**src/include/aptc_pkg.sv**
```systemverilog
// constants for the conversion-pair trigger control block
// assumes one 20 mhz clock and a 32-bit axi4-lite register port
package aptc_pkg;

	// clock rate of aclk
	localparam int unsigned CLK_HZ = 20000000;

	// number of conversion pairs handled here
	localparam int unsigned NUM_PAIRS = 3;

	// register byte offsets
	localparam logic [7:0] OFS_CTRL_A = 8'h00; // pair a in low byte
	localparam logic [7:0] OFS_CTRL_B = 8'h04; // pair b low, pair c high
	localparam logic [7:0] OFS_GLOBAL = 8'h08; // global software trigger

	// field positions inside one pair byte, and of the bit in the global trigger register
	localparam int unsigned FLD_IRQ    = 7;
	localparam int unsigned FLD_PEND   = 6;
	localparam int unsigned FLD_SOFT   = 5;
	localparam int unsigned FLD_SEL_HI = 4;
	localparam int unsigned FLD_SEL_LO = 0;
	localparam int unsigned FLD_GLOBAL = 0;

	// reset values
	localparam logic [4:0] SEL_RESET = 5'h00;
	localparam logic       BIT_RESET = 1'b0;

	// trigger source selector codes
	localparam logic [4:0] SEL_OFF         = 5'h00;
	localparam logic [4:0] SEL_SOFT        = 5'h01;
	localparam logic [4:0] SEL_GLOBAL      = 5'h02;
	localparam logic [4:0] SEL_SPECIAL     = 5'h03;
	localparam logic [4:0] SEL_PRI_BASE    = 5'h04;
	localparam logic [4:0] SEL_TMR1        = 5'h0c;
	localparam logic [4:0] SEL_SEC_SPECIAL = 5'h0d;
	localparam logic [4:0] SEL_SEC_BASE    = 5'h0e;
	localparam logic [4:0] SEL_CLIM_BASE   = 5'h17;
	localparam logic [4:0] SEL_TMR2        = 5'h1f;

	// analog inputs served by each pair
	localparam logic [4:0] CHAN_HI [0:2] = '{5'h11, 5'h15, 5'h17};
	localparam logic [4:0] CHAN_LO [0:2] = '{5'h10, 5'h14, 5'h16};

	// axi response codes
	localparam logic [1:0] RESP_OKAY   = 2'b00;
	localparam logic [1:0] RESP_DECERR = 2'b11;

	// conversion sequencer states
	typedef enum logic [1:0] {
		S_IDLE = 2'b00,
		S_REQ  = 2'b01,
		S_WAIT = 2'b10
	} aptc_state_e;

endpackage

```
**src/logic/aptc_pair.sv**
```systemverilog
// one conversion pair: control fields, trigger decode, pending, irq
// assumes trigger sources come from logic on the same clock
`timescale 1ns/1ps
module aptc_pair (
	// clock and reset
	input  wire logic        aclk,
	input  wire logic        aresetn,
	// register write of this pair's byte
	input  wire logic        wr_en,
	input  wire logic [7:0]  wr_fields,
	// trigger sources, indexed by selector code
	input  wire logic        global_soft,
	input  wire logic [31:0] trig_src,
	// conversion of this pair finished
	input  wire logic        conv_done,
	// pair state
	output logic             irq_enable,
	output logic             pending,
	output logic             soft_trigger,
	output logic [4:0]       trigger_select,
	output logic             irq_pulse
);

	logic hit; // selected trigger asserted this cycle

	////////////////////////////////////////////////////////////////
	// trigger decode
	always_comb begin
		case (trigger_select)
			aptc_pkg::SEL_OFF: hit = 1'b0;
			aptc_pkg::SEL_SOFT: hit = soft_trigger;
			aptc_pkg::SEL_GLOBAL: hit = soft_trigger | global_soft;
			default: hit = trig_src[trigger_select];
		endcase
	end

	////////////////////////////////////////////////////////////////
	// software fields
	always_ff @(posedge aclk) begin
		if (!aresetn) begin
			irq_enable     <= aptc_pkg::BIT_RESET;
			trigger_select <= aptc_pkg::SEL_RESET;
		end else if (wr_en) begin
			irq_enable     <= wr_fields[aptc_pkg::FLD_IRQ];
			trigger_select <= wr_fields[aptc_pkg::FLD_SEL_HI:aptc_pkg::FLD_SEL_LO];
		end
	end

	// software trigger, self clearing when pending is set
	always_ff @(posedge aclk) begin
		if (!aresetn) begin
			soft_trigger <= aptc_pkg::BIT_RESET;
		end else if (wr_en) begin
			soft_trigger <= wr_fields[aptc_pkg::FLD_SOFT];
		end else if (hit) begin
			soft_trigger <= 1'b0;
		end
	end

	// pending: a new trigger wins over completion
	always_ff @(posedge aclk) begin
		if (!aresetn) begin
			pending <= aptc_pkg::BIT_RESET;
		end else if (hit) begin
			pending <= 1'b1;
		end else if (conv_done) begin
			pending <= 1'b0;
		end
	end

	// one-cycle interrupt request on completion
	always_ff @(posedge aclk) begin
		if (!aresetn) begin
			irq_pulse <= 1'b0;
		end else begin
			irq_pulse <= conv_done & irq_enable;
		end
	end

endmodule

```
**src/logic/aptc_top.sv**
```systemverilog
// conversion-pair trigger control: axi4-lite registers, three pairs,
// and a sequencer that hands pending pairs to the shared converter
// assumes all trigger and converter signals share aclk
//
// Notes on behaviour
// - enabled pair pulses irq on completion
// - selected trigger sets pair pending bit
// - pending clears when pair conversion finishes
// - soft bit starts pair under software selector
// - soft bit clears as pending sets
// - selector zero disables the pair
// - codes one to three: soft, global, special
// - codes 4 to 11: pwm primary 1-8
// - code 12 timer one, 31 timer two
// - code 13 secondary special, 14-22 secondary
// - codes 23 to 30: current-limit 1-8
// - busy converter holds request until accepted
// - upper pair bits 15-8, lower 7-0
// - pairs convert inputs 17/16, 21/20, 23/22
`timescale 1ns/1ps
module aptc_top (
	// clock and reset
	input  wire logic        aclk,
	input  wire logic        aresetn,
	// axi4-lite write address
	input  wire logic [7:0]  s_axi_awaddr,
	input  wire logic [2:0]  s_axi_awprot,
	input  wire logic        s_axi_awvalid,
	output logic             s_axi_awready,
	// axi4-lite write data
	input  wire logic [31:0] s_axi_wdata,
	input  wire logic [3:0]  s_axi_wstrb,
	input  wire logic        s_axi_wvalid,
	output logic             s_axi_wready,
	// axi4-lite write response
	output logic [1:0]       s_axi_bresp,
	output logic             s_axi_bvalid,
	input  wire logic        s_axi_bready,
	// axi4-lite read address
	input  wire logic [7:0]  s_axi_araddr,
	input  wire logic [2:0]  s_axi_arprot,
	input  wire logic        s_axi_arvalid,
	output logic             s_axi_arready,
	// axi4-lite read data
	output logic [31:0]      s_axi_rdata,
	output logic [1:0]       s_axi_rresp,
	output logic             s_axi_rvalid,
	input  wire logic        s_axi_rready,
	// trigger sources
	input  wire logic        pwm_special_trig,
	input  wire logic        pwm_sec_special_trig,
	input  wire logic [7:0]  pwm_primary_trig,
	input  wire logic [8:0]  pwm_secondary_trig,
	input  wire logic [7:0]  pwm_climit_trig,
	input  wire logic        timer1_match,
	input  wire logic        timer2_match,
	// shared converter
	output logic             conv_req,
	output logic [1:0]       conv_pair_index,
	output logic [4:0]       conv_chan_hi,
	output logic [4:0]       conv_chan_lo,
	input  wire logic        conv_ack,
	input  wire logic        conv_done,
	// interrupt requests, one per pair
	output logic [2:0]       irq_pair
);

	////////////////////////////////////////////////////////////////
	// declarations

	// write channel holding state
	logic        aw_hold;   // write address captured
	logic        w_hold;    // write data captured
	logic [7:0]  aw_addr;   // captured write address
	logic [31:0] w_data;    // captured write data
	logic [3:0]  w_strb;    // captured byte strobes
	logic        wr_commit; // both halves present, response free

	// write decode
	logic        wr_hit_a;   // write to pair a register
	logic        wr_hit_b;   // write to pair b/c register
	logic        wr_hit_g;   // write to global trigger register
	logic        global_soft; // one-cycle global software trigger

	// per-pair signals
	logic [2:0]  pair_wr;       // byte write strobe per pair
	logic [7:0]  pair_fields [0:2]; // written byte per pair
	logic [7:0]  pair_view [0:2];   // readable byte per pair
	logic [2:0]  pair_pend;     // pending bits
	logic [2:0]  pair_done;     // completion routed to a pair
	logic [2:0]  pair_irq_en;   // irq enables
	logic [2:0]  pair_soft;     // software trigger bits
	logic [4:0]  pair_sel [0:2]; // trigger selectors
	logic [31:0] trig_src;      // sources by selector code

	// read decode
	logic [31:0] next_rdata; // word for the read address
	logic [1:0]  next_rresp; // response for the read address

	// sequencer
	aptc_pkg::aptc_state_e state; // sequencer state
	logic [1:0]  active;    // pair being converted
	logic [1:0]  next_pick; // lowest pending pair
	logic        any_pend;  // at least one pair pending

	////////////////////////////////////////////////////////////////
	// trigger source vector, indexed by selector code

	always_comb begin
		trig_src = 32'h0000_0000;
		trig_src[aptc_pkg::SEL_SPECIAL] = pwm_special_trig;
		trig_src[aptc_pkg::SEL_PRI_BASE +: 8] = pwm_primary_trig;
		trig_src[aptc_pkg::SEL_TMR1] = timer1_match;
		trig_src[aptc_pkg::SEL_SEC_SPECIAL] = pwm_sec_special_trig;
		trig_src[aptc_pkg::SEL_SEC_BASE +: 9] = pwm_secondary_trig;
		trig_src[aptc_pkg::SEL_CLIM_BASE +: 8] = pwm_climit_trig;
		trig_src[aptc_pkg::SEL_TMR2] = timer2_match;
	end

	////////////////////////////////////////////////////////////////
	// axi write channel: address and data taken in either order

	// write address capture
	always_ff @(posedge aclk) begin
		if (!aresetn) begin
			aw_hold       <= 1'b0;
			aw_addr       <= 8'h00;
			s_axi_awready <= 1'b0;
		end else if (s_axi_bvalid && s_axi_bready) begin
			// response taken, reopen for next write
			aw_hold       <= 1'b0;
			s_axi_awready <= 1'b1;
		end else if (s_axi_awvalid && s_axi_awready) begin
			// address accepted, hold until response
			aw_hold       <= 1'b1;
			aw_addr       <= s_axi_awaddr;
			s_axi_awready <= 1'b0;
		end else if (!aw_hold && !s_axi_bvalid) begin
			// ready after reset release
			s_axi_awready <= 1'b1;
		end
	end

	// write data capture
	always_ff @(posedge aclk) begin
		if (!aresetn) begin
			w_hold       <= 1'b0;
			w_data       <= 32'h0000_0000;
			w_strb       <= 4'h0;
			s_axi_wready <= 1'b0;
		end else if (s_axi_bvalid && s_axi_bready) begin
			// response taken, reopen for next write
			w_hold       <= 1'b0;
			s_axi_wready <= 1'b1;
		end else if (s_axi_wvalid && s_axi_wready) begin
			// data accepted, hold until response
			w_hold       <= 1'b1;
			w_data       <= s_axi_wdata;
			w_strb       <= s_axi_wstrb;
			s_axi_wready <= 1'b0;
		end else if (!w_hold && !s_axi_bvalid) begin
			// ready after reset release
			s_axi_wready <= 1'b1;
		end
	end

	// commit when both halves are in and no response is waiting
	assign wr_commit = aw_hold && w_hold && !s_axi_bvalid;

	// write response
	always_ff @(posedge aclk) begin
		if (!aresetn) begin
			s_axi_bvalid <= 1'b0;
			s_axi_bresp  <= aptc_pkg::RESP_OKAY;
		end else if (wr_commit) begin
			s_axi_bvalid <= 1'b1;
			if (wr_hit_a || wr_hit_b || wr_hit_g) begin
				s_axi_bresp <= aptc_pkg::RESP_OKAY;
			end else begin
				// unmapped word
				s_axi_bresp <= aptc_pkg::RESP_DECERR;
			end
		end else if (s_axi_bready) begin
			s_axi_bvalid <= 1'b0;
		end
	end

	////////////////////////////////////////////////////////////////
	// write decode to pair bytes

	assign wr_hit_a = aw_addr[7:2] == aptc_pkg::OFS_CTRL_A[7:2];
	assign wr_hit_b = aw_addr[7:2] == aptc_pkg::OFS_CTRL_B[7:2];
	assign wr_hit_g = aw_addr[7:2] == aptc_pkg::OFS_GLOBAL[7:2];

	// global trigger strobe, write-one, never stored
	assign global_soft = wr_commit && wr_hit_g && w_strb[0]
		&& w_data[aptc_pkg::FLD_GLOBAL];

	// byte lanes: pair a low byte of a, b low and c high byte of b
	always_comb begin
		pair_wr[0]     = wr_commit && wr_hit_a && w_strb[0];
		pair_wr[1]     = wr_commit && wr_hit_b && w_strb[0];
		pair_wr[2]     = wr_commit && wr_hit_b && w_strb[1];
		pair_fields[0] = w_data[7:0];
		pair_fields[1] = w_data[7:0];
		pair_fields[2] = w_data[15:8];
	end

	////////////////////////////////////////////////////////////////
	// pair instances

	generate
		for (genvar i = 0; i < 3; i++) begin : g_pair
			aptc_pair u_pair (
				.aclk           (aclk),
				.aresetn        (aresetn),
				.wr_en          (pair_wr[i]),
				.wr_fields      (pair_fields[i]),
				.global_soft    (global_soft),
				.trig_src       (trig_src),
				.conv_done      (pair_done[i]),
				.irq_enable     (pair_irq_en[i]),
				.pending        (pair_pend[i]),
				.soft_trigger   (pair_soft[i]),
				.trigger_select (pair_sel[i]),
				.irq_pulse      (irq_pair[i])
			);
			// readable byte in field order
			assign pair_view[i] = {pair_irq_en[i], pair_pend[i],
				pair_soft[i], pair_sel[i]};
			// completion only counts for the pair in service
			assign pair_done[i] = conv_done && (state == aptc_pkg::S_WAIT)
				&& (active == 2'(i));
		end
	endgenerate

	////////////////////////////////////////////////////////////////
	// axi read channel

	// read decode
	always_comb begin
		next_rdata = 32'h0000_0000;
		next_rresp = aptc_pkg::RESP_OKAY;
		if (s_axi_araddr[7:2] == aptc_pkg::OFS_CTRL_A[7:2]) begin
			// upper byte of this word belongs to no pair here
			next_rdata[7:0] = pair_view[0];
		end else if (s_axi_araddr[7:2] == aptc_pkg::OFS_CTRL_B[7:2]) begin
			next_rdata[7:0]  = pair_view[1];
			next_rdata[15:8] = pair_view[2];
		end else if (s_axi_araddr[7:2] == aptc_pkg::OFS_GLOBAL[7:2]) begin
			// strobe register reads zero
			next_rdata = 32'h0000_0000;
		end else begin
			// unmapped word
			next_rresp = aptc_pkg::RESP_DECERR;
		end
	end

	// read address accept and data return
	always_ff @(posedge aclk) begin
		if (!aresetn) begin
			s_axi_arready <= 1'b0;
			s_axi_rvalid  <= 1'b0;
			s_axi_rdata   <= 32'h0000_0000;
			s_axi_rresp   <= aptc_pkg::RESP_OKAY;
		end else if (s_axi_arvalid && s_axi_arready) begin
			// one read at a time
			s_axi_arready <= 1'b0;
			s_axi_rvalid  <= 1'b1;
			s_axi_rdata   <= next_rdata;
			s_axi_rresp   <= next_rresp;
		end else if (s_axi_rvalid && s_axi_rready) begin
			s_axi_rvalid  <= 1'b0;
			s_axi_arready <= 1'b1;
		end else if (!s_axi_rvalid) begin
			// ready after reset release
			s_axi_arready <= 1'b1;
		end
	end

	////////////////////////////////////////////////////////////////
	// sequencer: lowest pending pair first

	// priority pick
	always_comb begin
		any_pend  = |pair_pend;
		next_pick = 2'd0;
		for (int k = 2; k >= 0; k--) begin
			if (pair_pend[k]) begin
				next_pick = 2'(k);
			end
		end
	end

	// state and request handshake with the converter
	always_ff @(posedge aclk) begin
		if (!aresetn) begin
			state           <= aptc_pkg::S_IDLE;
			active          <= 2'd0;
			conv_req        <= 1'b0;
			conv_pair_index <= 2'd0;
			conv_chan_hi    <= 5'h00;
			conv_chan_lo    <= 5'h00;
		end else begin
			case (state)
				aptc_pkg::S_IDLE: begin
					if (any_pend) begin
						// load the pair's fixed inputs
						active          <= next_pick;
						conv_req        <= 1'b1;
						conv_pair_index <= next_pick;
						conv_chan_hi    <= aptc_pkg::CHAN_HI[next_pick];
						conv_chan_lo    <= aptc_pkg::CHAN_LO[next_pick];
						state           <= aptc_pkg::S_REQ;
					end
				end
				aptc_pkg::S_REQ: begin
					// request stands while the converter is busy
					if (conv_ack) begin
						conv_req <= 1'b0;
						state    <= aptc_pkg::S_WAIT;
					end
				end
				aptc_pkg::S_WAIT: begin
					// pending of the active pair clears on this edge
					if (conv_done) begin
						state <= aptc_pkg::S_IDLE;
					end
				end
				default: begin
					state    <= aptc_pkg::S_IDLE;
					conv_req <= 1'b0;
				end
			endcase
		end
	end

endmodule

```
**config.mk**
```make
export PLATFORM = sky130hd
export DESIGN_NAME = aptc_top
export DESIGN_NICKNAME = d
export VERILOG_FILES = /design/src/include/aptc_pkg.sv /design/src/logic/aptc_pair.sv /design/src/logic/aptc_top.sv
export SDC_FILE = /design/constraint.sdc
export NUM_CORES = 1
export LEC_CHECK = 0
export BUFFER_PORTS_ARGS = -buffer_cell sky130_fd_sc_hd__buf_4
export CAP_MARGIN = 40
export CORE_ASPECT_RATIO = 1.5
export CORE_MARGIN = 2
export CORE_UTILIZATION = 41
export DETAILED_ROUTE_END_ITERATION = 7
export PLACE_DENSITY_LB_ADDON = 0.08
export SYNTH_ARGS = -nofsm -noshare
export SYNTH_HDL_FRONTEND = slang
export SYNTH_SLANG_ARGS = --single-unit
```
**constraint.sdc**
```tcl
create_clock -name aclk -period 2.2 [get_ports aclk]
set_clock_uncertainty 0.15 [all_clocks]
set_input_delay 0.33 -clock aclk [delete_from_list [all_inputs] [get_ports aclk]]
set_output_delay 0.33 -clock aclk [all_outputs]
set_load 0.1 [all_outputs]
```
# After elaboration in Yosys (flattened, before gate mapping)
# Cells that the tools add are included.
totals:
  reg_bits: 111
  latch_bits: 0
  ram_bits: 0
  mem_bits_ro: 0
  in_bits: 96
  n_memories: 0
classes:
  add_sub_neg: 0
  n_mul: 0
  n_div: 0
  magnitude_cmp: 4
  eq_ne: 18
  shift: 0
  n_mux: 56
  bitwise_logic: 10
  reduce_logical: 51
op_table:
  columns: ["op", "n"]
  rows:
  - ["2-to-1 mux 1 bit", 29]
  - ["logical AND 1 bit", 21]
  - ["binary-select mux 5 bit (select 2 bit)", 2]
  - ["2-to-1 mux 2 bit", 10]
  - ["2-to-1 mux 5 bit", 4]
  - ["less-than comparator 5 x 6 -> 1 bit (second input constant)", 3]
  - ["2-to-1 mux 16 bit", 1]
  - ["2-to-1 mux 8 bit", 2]
  - ["nonzero test 2 bit", 8]
  - ["binary-select mux 1 bit (select 5 bit)", 3]
  - ["== test 5 x 1 -> 1 bit (second input constant)", 3]
  - ["== test 5 x 2 -> 1 bit (second input constant)", 3]
  - ["logical NOT 5 bit", 3]
  - ["== test 6 x 1 -> 1 bit (second input constant)", 2]
  - ["== test 6 x 2 -> 1 bit (second input constant)", 2]
  - ["logical NOT 6 bit", 2]
  - ["case mux 1 bit (3 select lines)", 4]
  - ["inequality test 2 bit (second input constant)", 3]
  - ["case mux 2 bit (3 select lines)", 1]
  - ["AND reduction 2 bit", 3]
  - ["AND reduction 3 bit", 2]
  - ["nonzero test 3 bit", 2]
  - ["== test 2 x 1 -> 1 bit (second input constant)", 2]
  - ["== test 2 bit (second input constant)", 2]
  - ["11 further kinds", 22]

# Longest topological paths before layout
logic_depth:
  ltp_word: 9
  ltp_mapped: 7
  mapped_depth_nobuf: 5

# Cells and area by module
# Synthesis repeated with hierarchy kept, for this count alone.
unflattened:
  hier_cells: 481
  area_unflattened_um2: 4524.3
modules_own_cells:
  columns: ["module", "instances", "cells_each", "area_per_inst_um2", "seq_area_each_um2"]
  rows:
  - ["aptc_top", 1, 304, 2572.5, 1141.1]
  - ["aptc_pair", 3, 59, 650.6, 180.2]

# Worst setup path after synthesis
# No wires, ideal clock.
synth_path:
  kind: "reg-to-reg"
  startpoint: "reg s_axi_arready"
  endpoint: "reg s_axi_rdata[10]"
  setup_ns: 0.062
  arrival_time_ns: 2.130
  required_ns: 1.988
  slack_ns: -0.143
  stages_incl_launch_ff: 6
  path_buffers: 1
  period_less_slack_ns: 2.343
  path_cell_list: "dfxtp_1 nand3_1 or3_1 clkbuf_1 nor2_1 a22o_1"
synth_between:
  elab_chain_len: 1
synth_lines:
  columns: ["element", "line_no", "text"]
  rows:
  - ["start: declaration", "aptc_top.sv:43", "output logic s_axi_arready,"]
  - ["start signal: assignment", "aptc_top.sv:262", "s_axi_arready <= 1'b0;"]
  - ["start signal: assignment", "aptc_top.sv:268", "s_axi_arready <= 1'b0;"]
  - ["start signal: assignment", "aptc_top.sv:274", "s_axi_arready <= 1'b1;"]
  - ["logical AND 1 bit", "aptc_top.sv:266", "end else if (s_axi_arvalid && s_axi_arready) begin"]
  - ["end signal: assignment", "aptc_top.sv:270", "s_axi_rdata <= next_rdata;"]
  - ["end: declaration", "aptc_top.sv:45", "output logic [31:0] s_axi_rdata,"]
# No other way between the ends.
# A chain may end at the register's enable or synchronous reset.

# Worst setup path in the final report
layout_path:
  startpoint: "reg g_pair[2].u_pair.trigger_select[2]"
  endpoint: "reg g_pair[2].u_pair.pending"
layout_between:
  elab_chain_len: 4
  word_cells_on_any_way: 8
layout_lines:
  columns: ["element", "line_no", "text"]
  rows:
  - ["start: declaration", "aptc_pair.sv:20", "output logic [4:0] trigger_select,"]
  - ["start signal: assignment", "aptc_pair.sv:42", "trigger_select <= aptc_pkg::SEL_RESET;"]
  - ["start signal: assignment", "aptc_pair.sv:45", "trigger_select <= wr_fields[aptc_pkg::FLD_SEL_HI:aptc_pkg::FLD_SEL_LO];"]
  - ["binary-select mux 1 bit (select 5 bit)", "aptc_pair.sv:33", "default: hit = trig_src[trigger_select];"]
  - ["2-to-1 mux 1 bit (not written as such)", "aptc_pair.sv:33", null]
  - ["case mux 1 bit (3 select lines) *", "aptc_pair.sv:29", "case (trigger_select)"]
  - ["2-to-1 mux 1 bit / nonzero test 2 bit (equally long branches)", null, null]
  - ["end signal: assignment", "aptc_pair.sv:63", "pending <= aptc_pkg::BIT_RESET;"]
  - ["end: declaration", "aptc_pair.sv:18", "output logic pending,"]
# Mark *: on every way between the ends. The rest lies on a longest branch, timed or not. The select of a mux whose other input is x is not followed.

==> flow_summary.json <==
{
  "synth_area_leaders": "dfxtp_1 38%, mux2i_1 14%, nand2_1 5.4%",
  "place_ws_ns": -0.0308,
  "arrival_ns": 2.20,
  "crit_start": "g_pair[2].u_pair.trigger_select[2]",
  "overflow": 0,
  "grt_pass1_wl_mm": 17.4,
  "clkPwrFrac_pct": 42.8,
  "ys_ff_latch": 82,
  "p_int_mw": 2.61,
  "dpl_cell_area_um2": 5180,
  "status": "finished clean",
  "fin_crit_ns": 2.13,
  "port_buffers": 103,
  "ys_seq_area_share_pct": 38.4,
  "nets": 664,
  "setup_viol": 0,
  "grt_pass1_vias": 3517,
  "crit_required_ns": 2.27,
  "cp-endpoint": "g_pair[2].u_pair.pending",
  "relSlewSlack_pct": 58.8,
  "hold_ws_ns": 0.0755,
  "cts_tree": "yes",
  "stdcell_area_um2": 5530,
  "detail-route-antenna-nets": 0,
  "crit_chain": "nand2b_1 -> mux4_2 -> a221oi_4 -> a311oi_2 -> o31a_1",
  "diodes": 0,
  "power_mw": 3.59,
  "routed_wl_mm": 10.9,
  "crit_type": "register to register",
  "synth.distinct_cells": 46,
  "cts.sinks": 82,
  "r2r-end": "g_pair[2].u_pair.pending",
  "gp_congestion": 0.910,
  "timing.rr.start": "g_pair[2].u_pair.trigger_select[2]",
  "pwr-share-comb_pct": 14.2,
  "cp.depth": 5,
  "drive_gt1_share_pct": 31.0,
  "max_freq_mhz": 469,
  "yosys_most_used_dff": "dfxtp_1",
  "slowest_stage": "dfxtp_1",
  "ios": 153,
  "rows": 45,
  "reg2regPathDepth": 5,
  "multi_input_area_um2": 2380,
  "vias": 3602,
  "switchingPower_uw": 973,
  "syn_avg_cell_area_um2": 9.26,
  "n_fill_cell": 984,
  "cts.clk_slew.worst_paths_ns": 0.06,
  "path_delay_family": "compound AO/OA/AOI/OAI gates",
  "cts-root-buf": "clkbuf_16",
  "synth-edff-count": 0,
  "syn_area_um2": 4280,
  "switching_share_pct": 27.1,
  "p_leak_nw": 2.20,
  "setup-tns-final_ns": 0,
  "async_flop_share_pct": 0,
  "antenna_found_initial": 0,
  "end_kind": "register",
  "syn2layout_area_growth_pct": 29.3,
  "fin_crit_sh_pct": 96.9,
  "place_inst": 671,
  "cp_max_fo": 6,
  "path_buf_inv": 0,
  "fin_cells": 688,
  "startpoint_type": "register",
  "fin_ws_ns": 0.0685,
  "die_w_um": 87.4,
  "drt_first_pass_iters": 4,
  "fp.dieArea_um2": 11300,
  "clk_latency_ns": 0.34,
  "hold_viol": 0,
  "drt_iter0_drc": 131,
  "yosysWarnings": 0,
  "via_per_inst": 5.24,
  "yosysTopAreaCell": "dfxtp_1",
  "pwr-share-seq_pct": 43.0,
  "dieHeight_um": 129,
  "vdd_ir_drop_max_v": 0.000572,
  "max-cap-violations": 0,
  "worst_pin_slew_ns": 0.616,
  "route.detailed.drc": 0,
  "slew_viol_final": 0,
  "cp_slowest_stage_delay_ns": 0.53,
  "place.detailed.hpwl_mm": 8.45,
  "wire_per_inst_um": 15.8,
  "clockBufferDepth": 2,
  "hold_class": "primary input to register",
  "reg2reg_setup_slack_ns": 0.07,
  "synth_top_area_share_pct": 38.4,
  "htreeDepth": 3,
  "layout_commonest_cell": "buf_4",
  "core_um2": 10100,
  "fin_util_pct": 54.6,
  "seqCellArea_um2": 1650,
  "initial_utilization_pct": 42.2,
  "cts_buffers": 9,
  "most-common-layout-cells": "126 x buf_4, 78 x dfxtp_1, 61 x nand2_1, 58 x mux2i_1, 49 x nor2_1",
  "grt_max_degree": 47,
  "groute.usage.overall_pct": 19.9,
  "power_density_nw_per_um2": 649,
  "syn_inst": 462
}
## final cells by class
class / count / area share (%)
multi-input combinational: 336 / 43.0
sequential: 82 / 29.8
timing repair buffer: 130 / 18.5
clock buffer: 12 / 4.64
tap: 117 / 2.65
clock inverter: 4 / 0.905
inverter: 7 / 0.475
## registers in the layout, indices dropped and copies added (netlist names), 6 cells and up
| name | cells |
|---|---|
| s_axi_rdata | 16 |
| w_data | 14 |
| aw_addr | 6 |
| g_pair.u_pair.trigger_select | 15 |
## repair_timing
action / in CTS / in global routing
pin swaps: 1 / 3
endpoints found under the setup margin: 4 / 6
gates resized for setup: 2 / 10
buffers inserted: 0 / 1
cloned: 0 / 0
hold buffers: 0 / 0
## power groups by stage
stage / logic, mW / registers (mW) / clock network, mW
floorplan: 0.316 / 1.63 / 0
global placement: 0.506 / 1.58 / 0
detailed placement: 0.508 / 1.58 / 0
CTS: 0.510 / 1.54 / 1.57
global route: 0.544 / 1.55 / 1.64
finish: 0.509 / 1.54 / 1.54
## worst min-delay path by stage
stage                                      startpoint                          to  slack [ns]  depth (start not counted)
after global placement                     w_data[15]                  w_data[15]        0.29                          2
after global routing                         conv_ack                    state[0]        0.09                          2
after CTS                                    conv_ack                    state[0]        0.07                          2
after floorplan           g_pair[2].u_pair.irq_enable  g_pair[2].u_pair.irq_pulse        0.27                          2
final                                        conv_ack                    state[0]        0.08                          2
after detailed placement               s_axi_rdata[2]              s_axi_rdata[2]        0.30                          2
## cell usage after synthesis, types with 4 or more instances
master    count
nor2_1       49
buf_2         9
a311oi_1      5
a22oi_1       8
nand3_1      14
nand2b_1      7
inv_1         7
clkbuf_1     14
nand2_1      61
buf_4        28
mux4_2        7
o31a_1        4
nor2b_1       7
dfxtp_1      82
mux2i_1      58
a22o_1        8
a21oi_1      29
o21ai_0      13
## routing by layer
layer / vias up / routed length (µm) / GRT usage (%)
met1: 1697 / 4570 / 23.4
met2: 74 / 5640 / 35.5
li1: 1816 / - / -
met3: 15 / 405 / 3.95
met4: 0 / 253 / 7.06
met5: - / 0 / 0
## cell families (layout without fill, tap and decap cells)
group | Yosys count | count (layout) | synth area share [%]
and+or+nand+nor | 160 | 160 | 17.9
AOI/OAI and AO/OA | 86 | 86 | 15.4
muxes | 69 | 69 | 19.2
adders and majority gates | 2 | 2 | 0.585
buffers and inverters | 62 | 153 | 8.51
other | 1 | 19 | 0.0876
DFF | 82 | 82 | 38.4
Note: power is estimated with default switching activity, not from simulation.
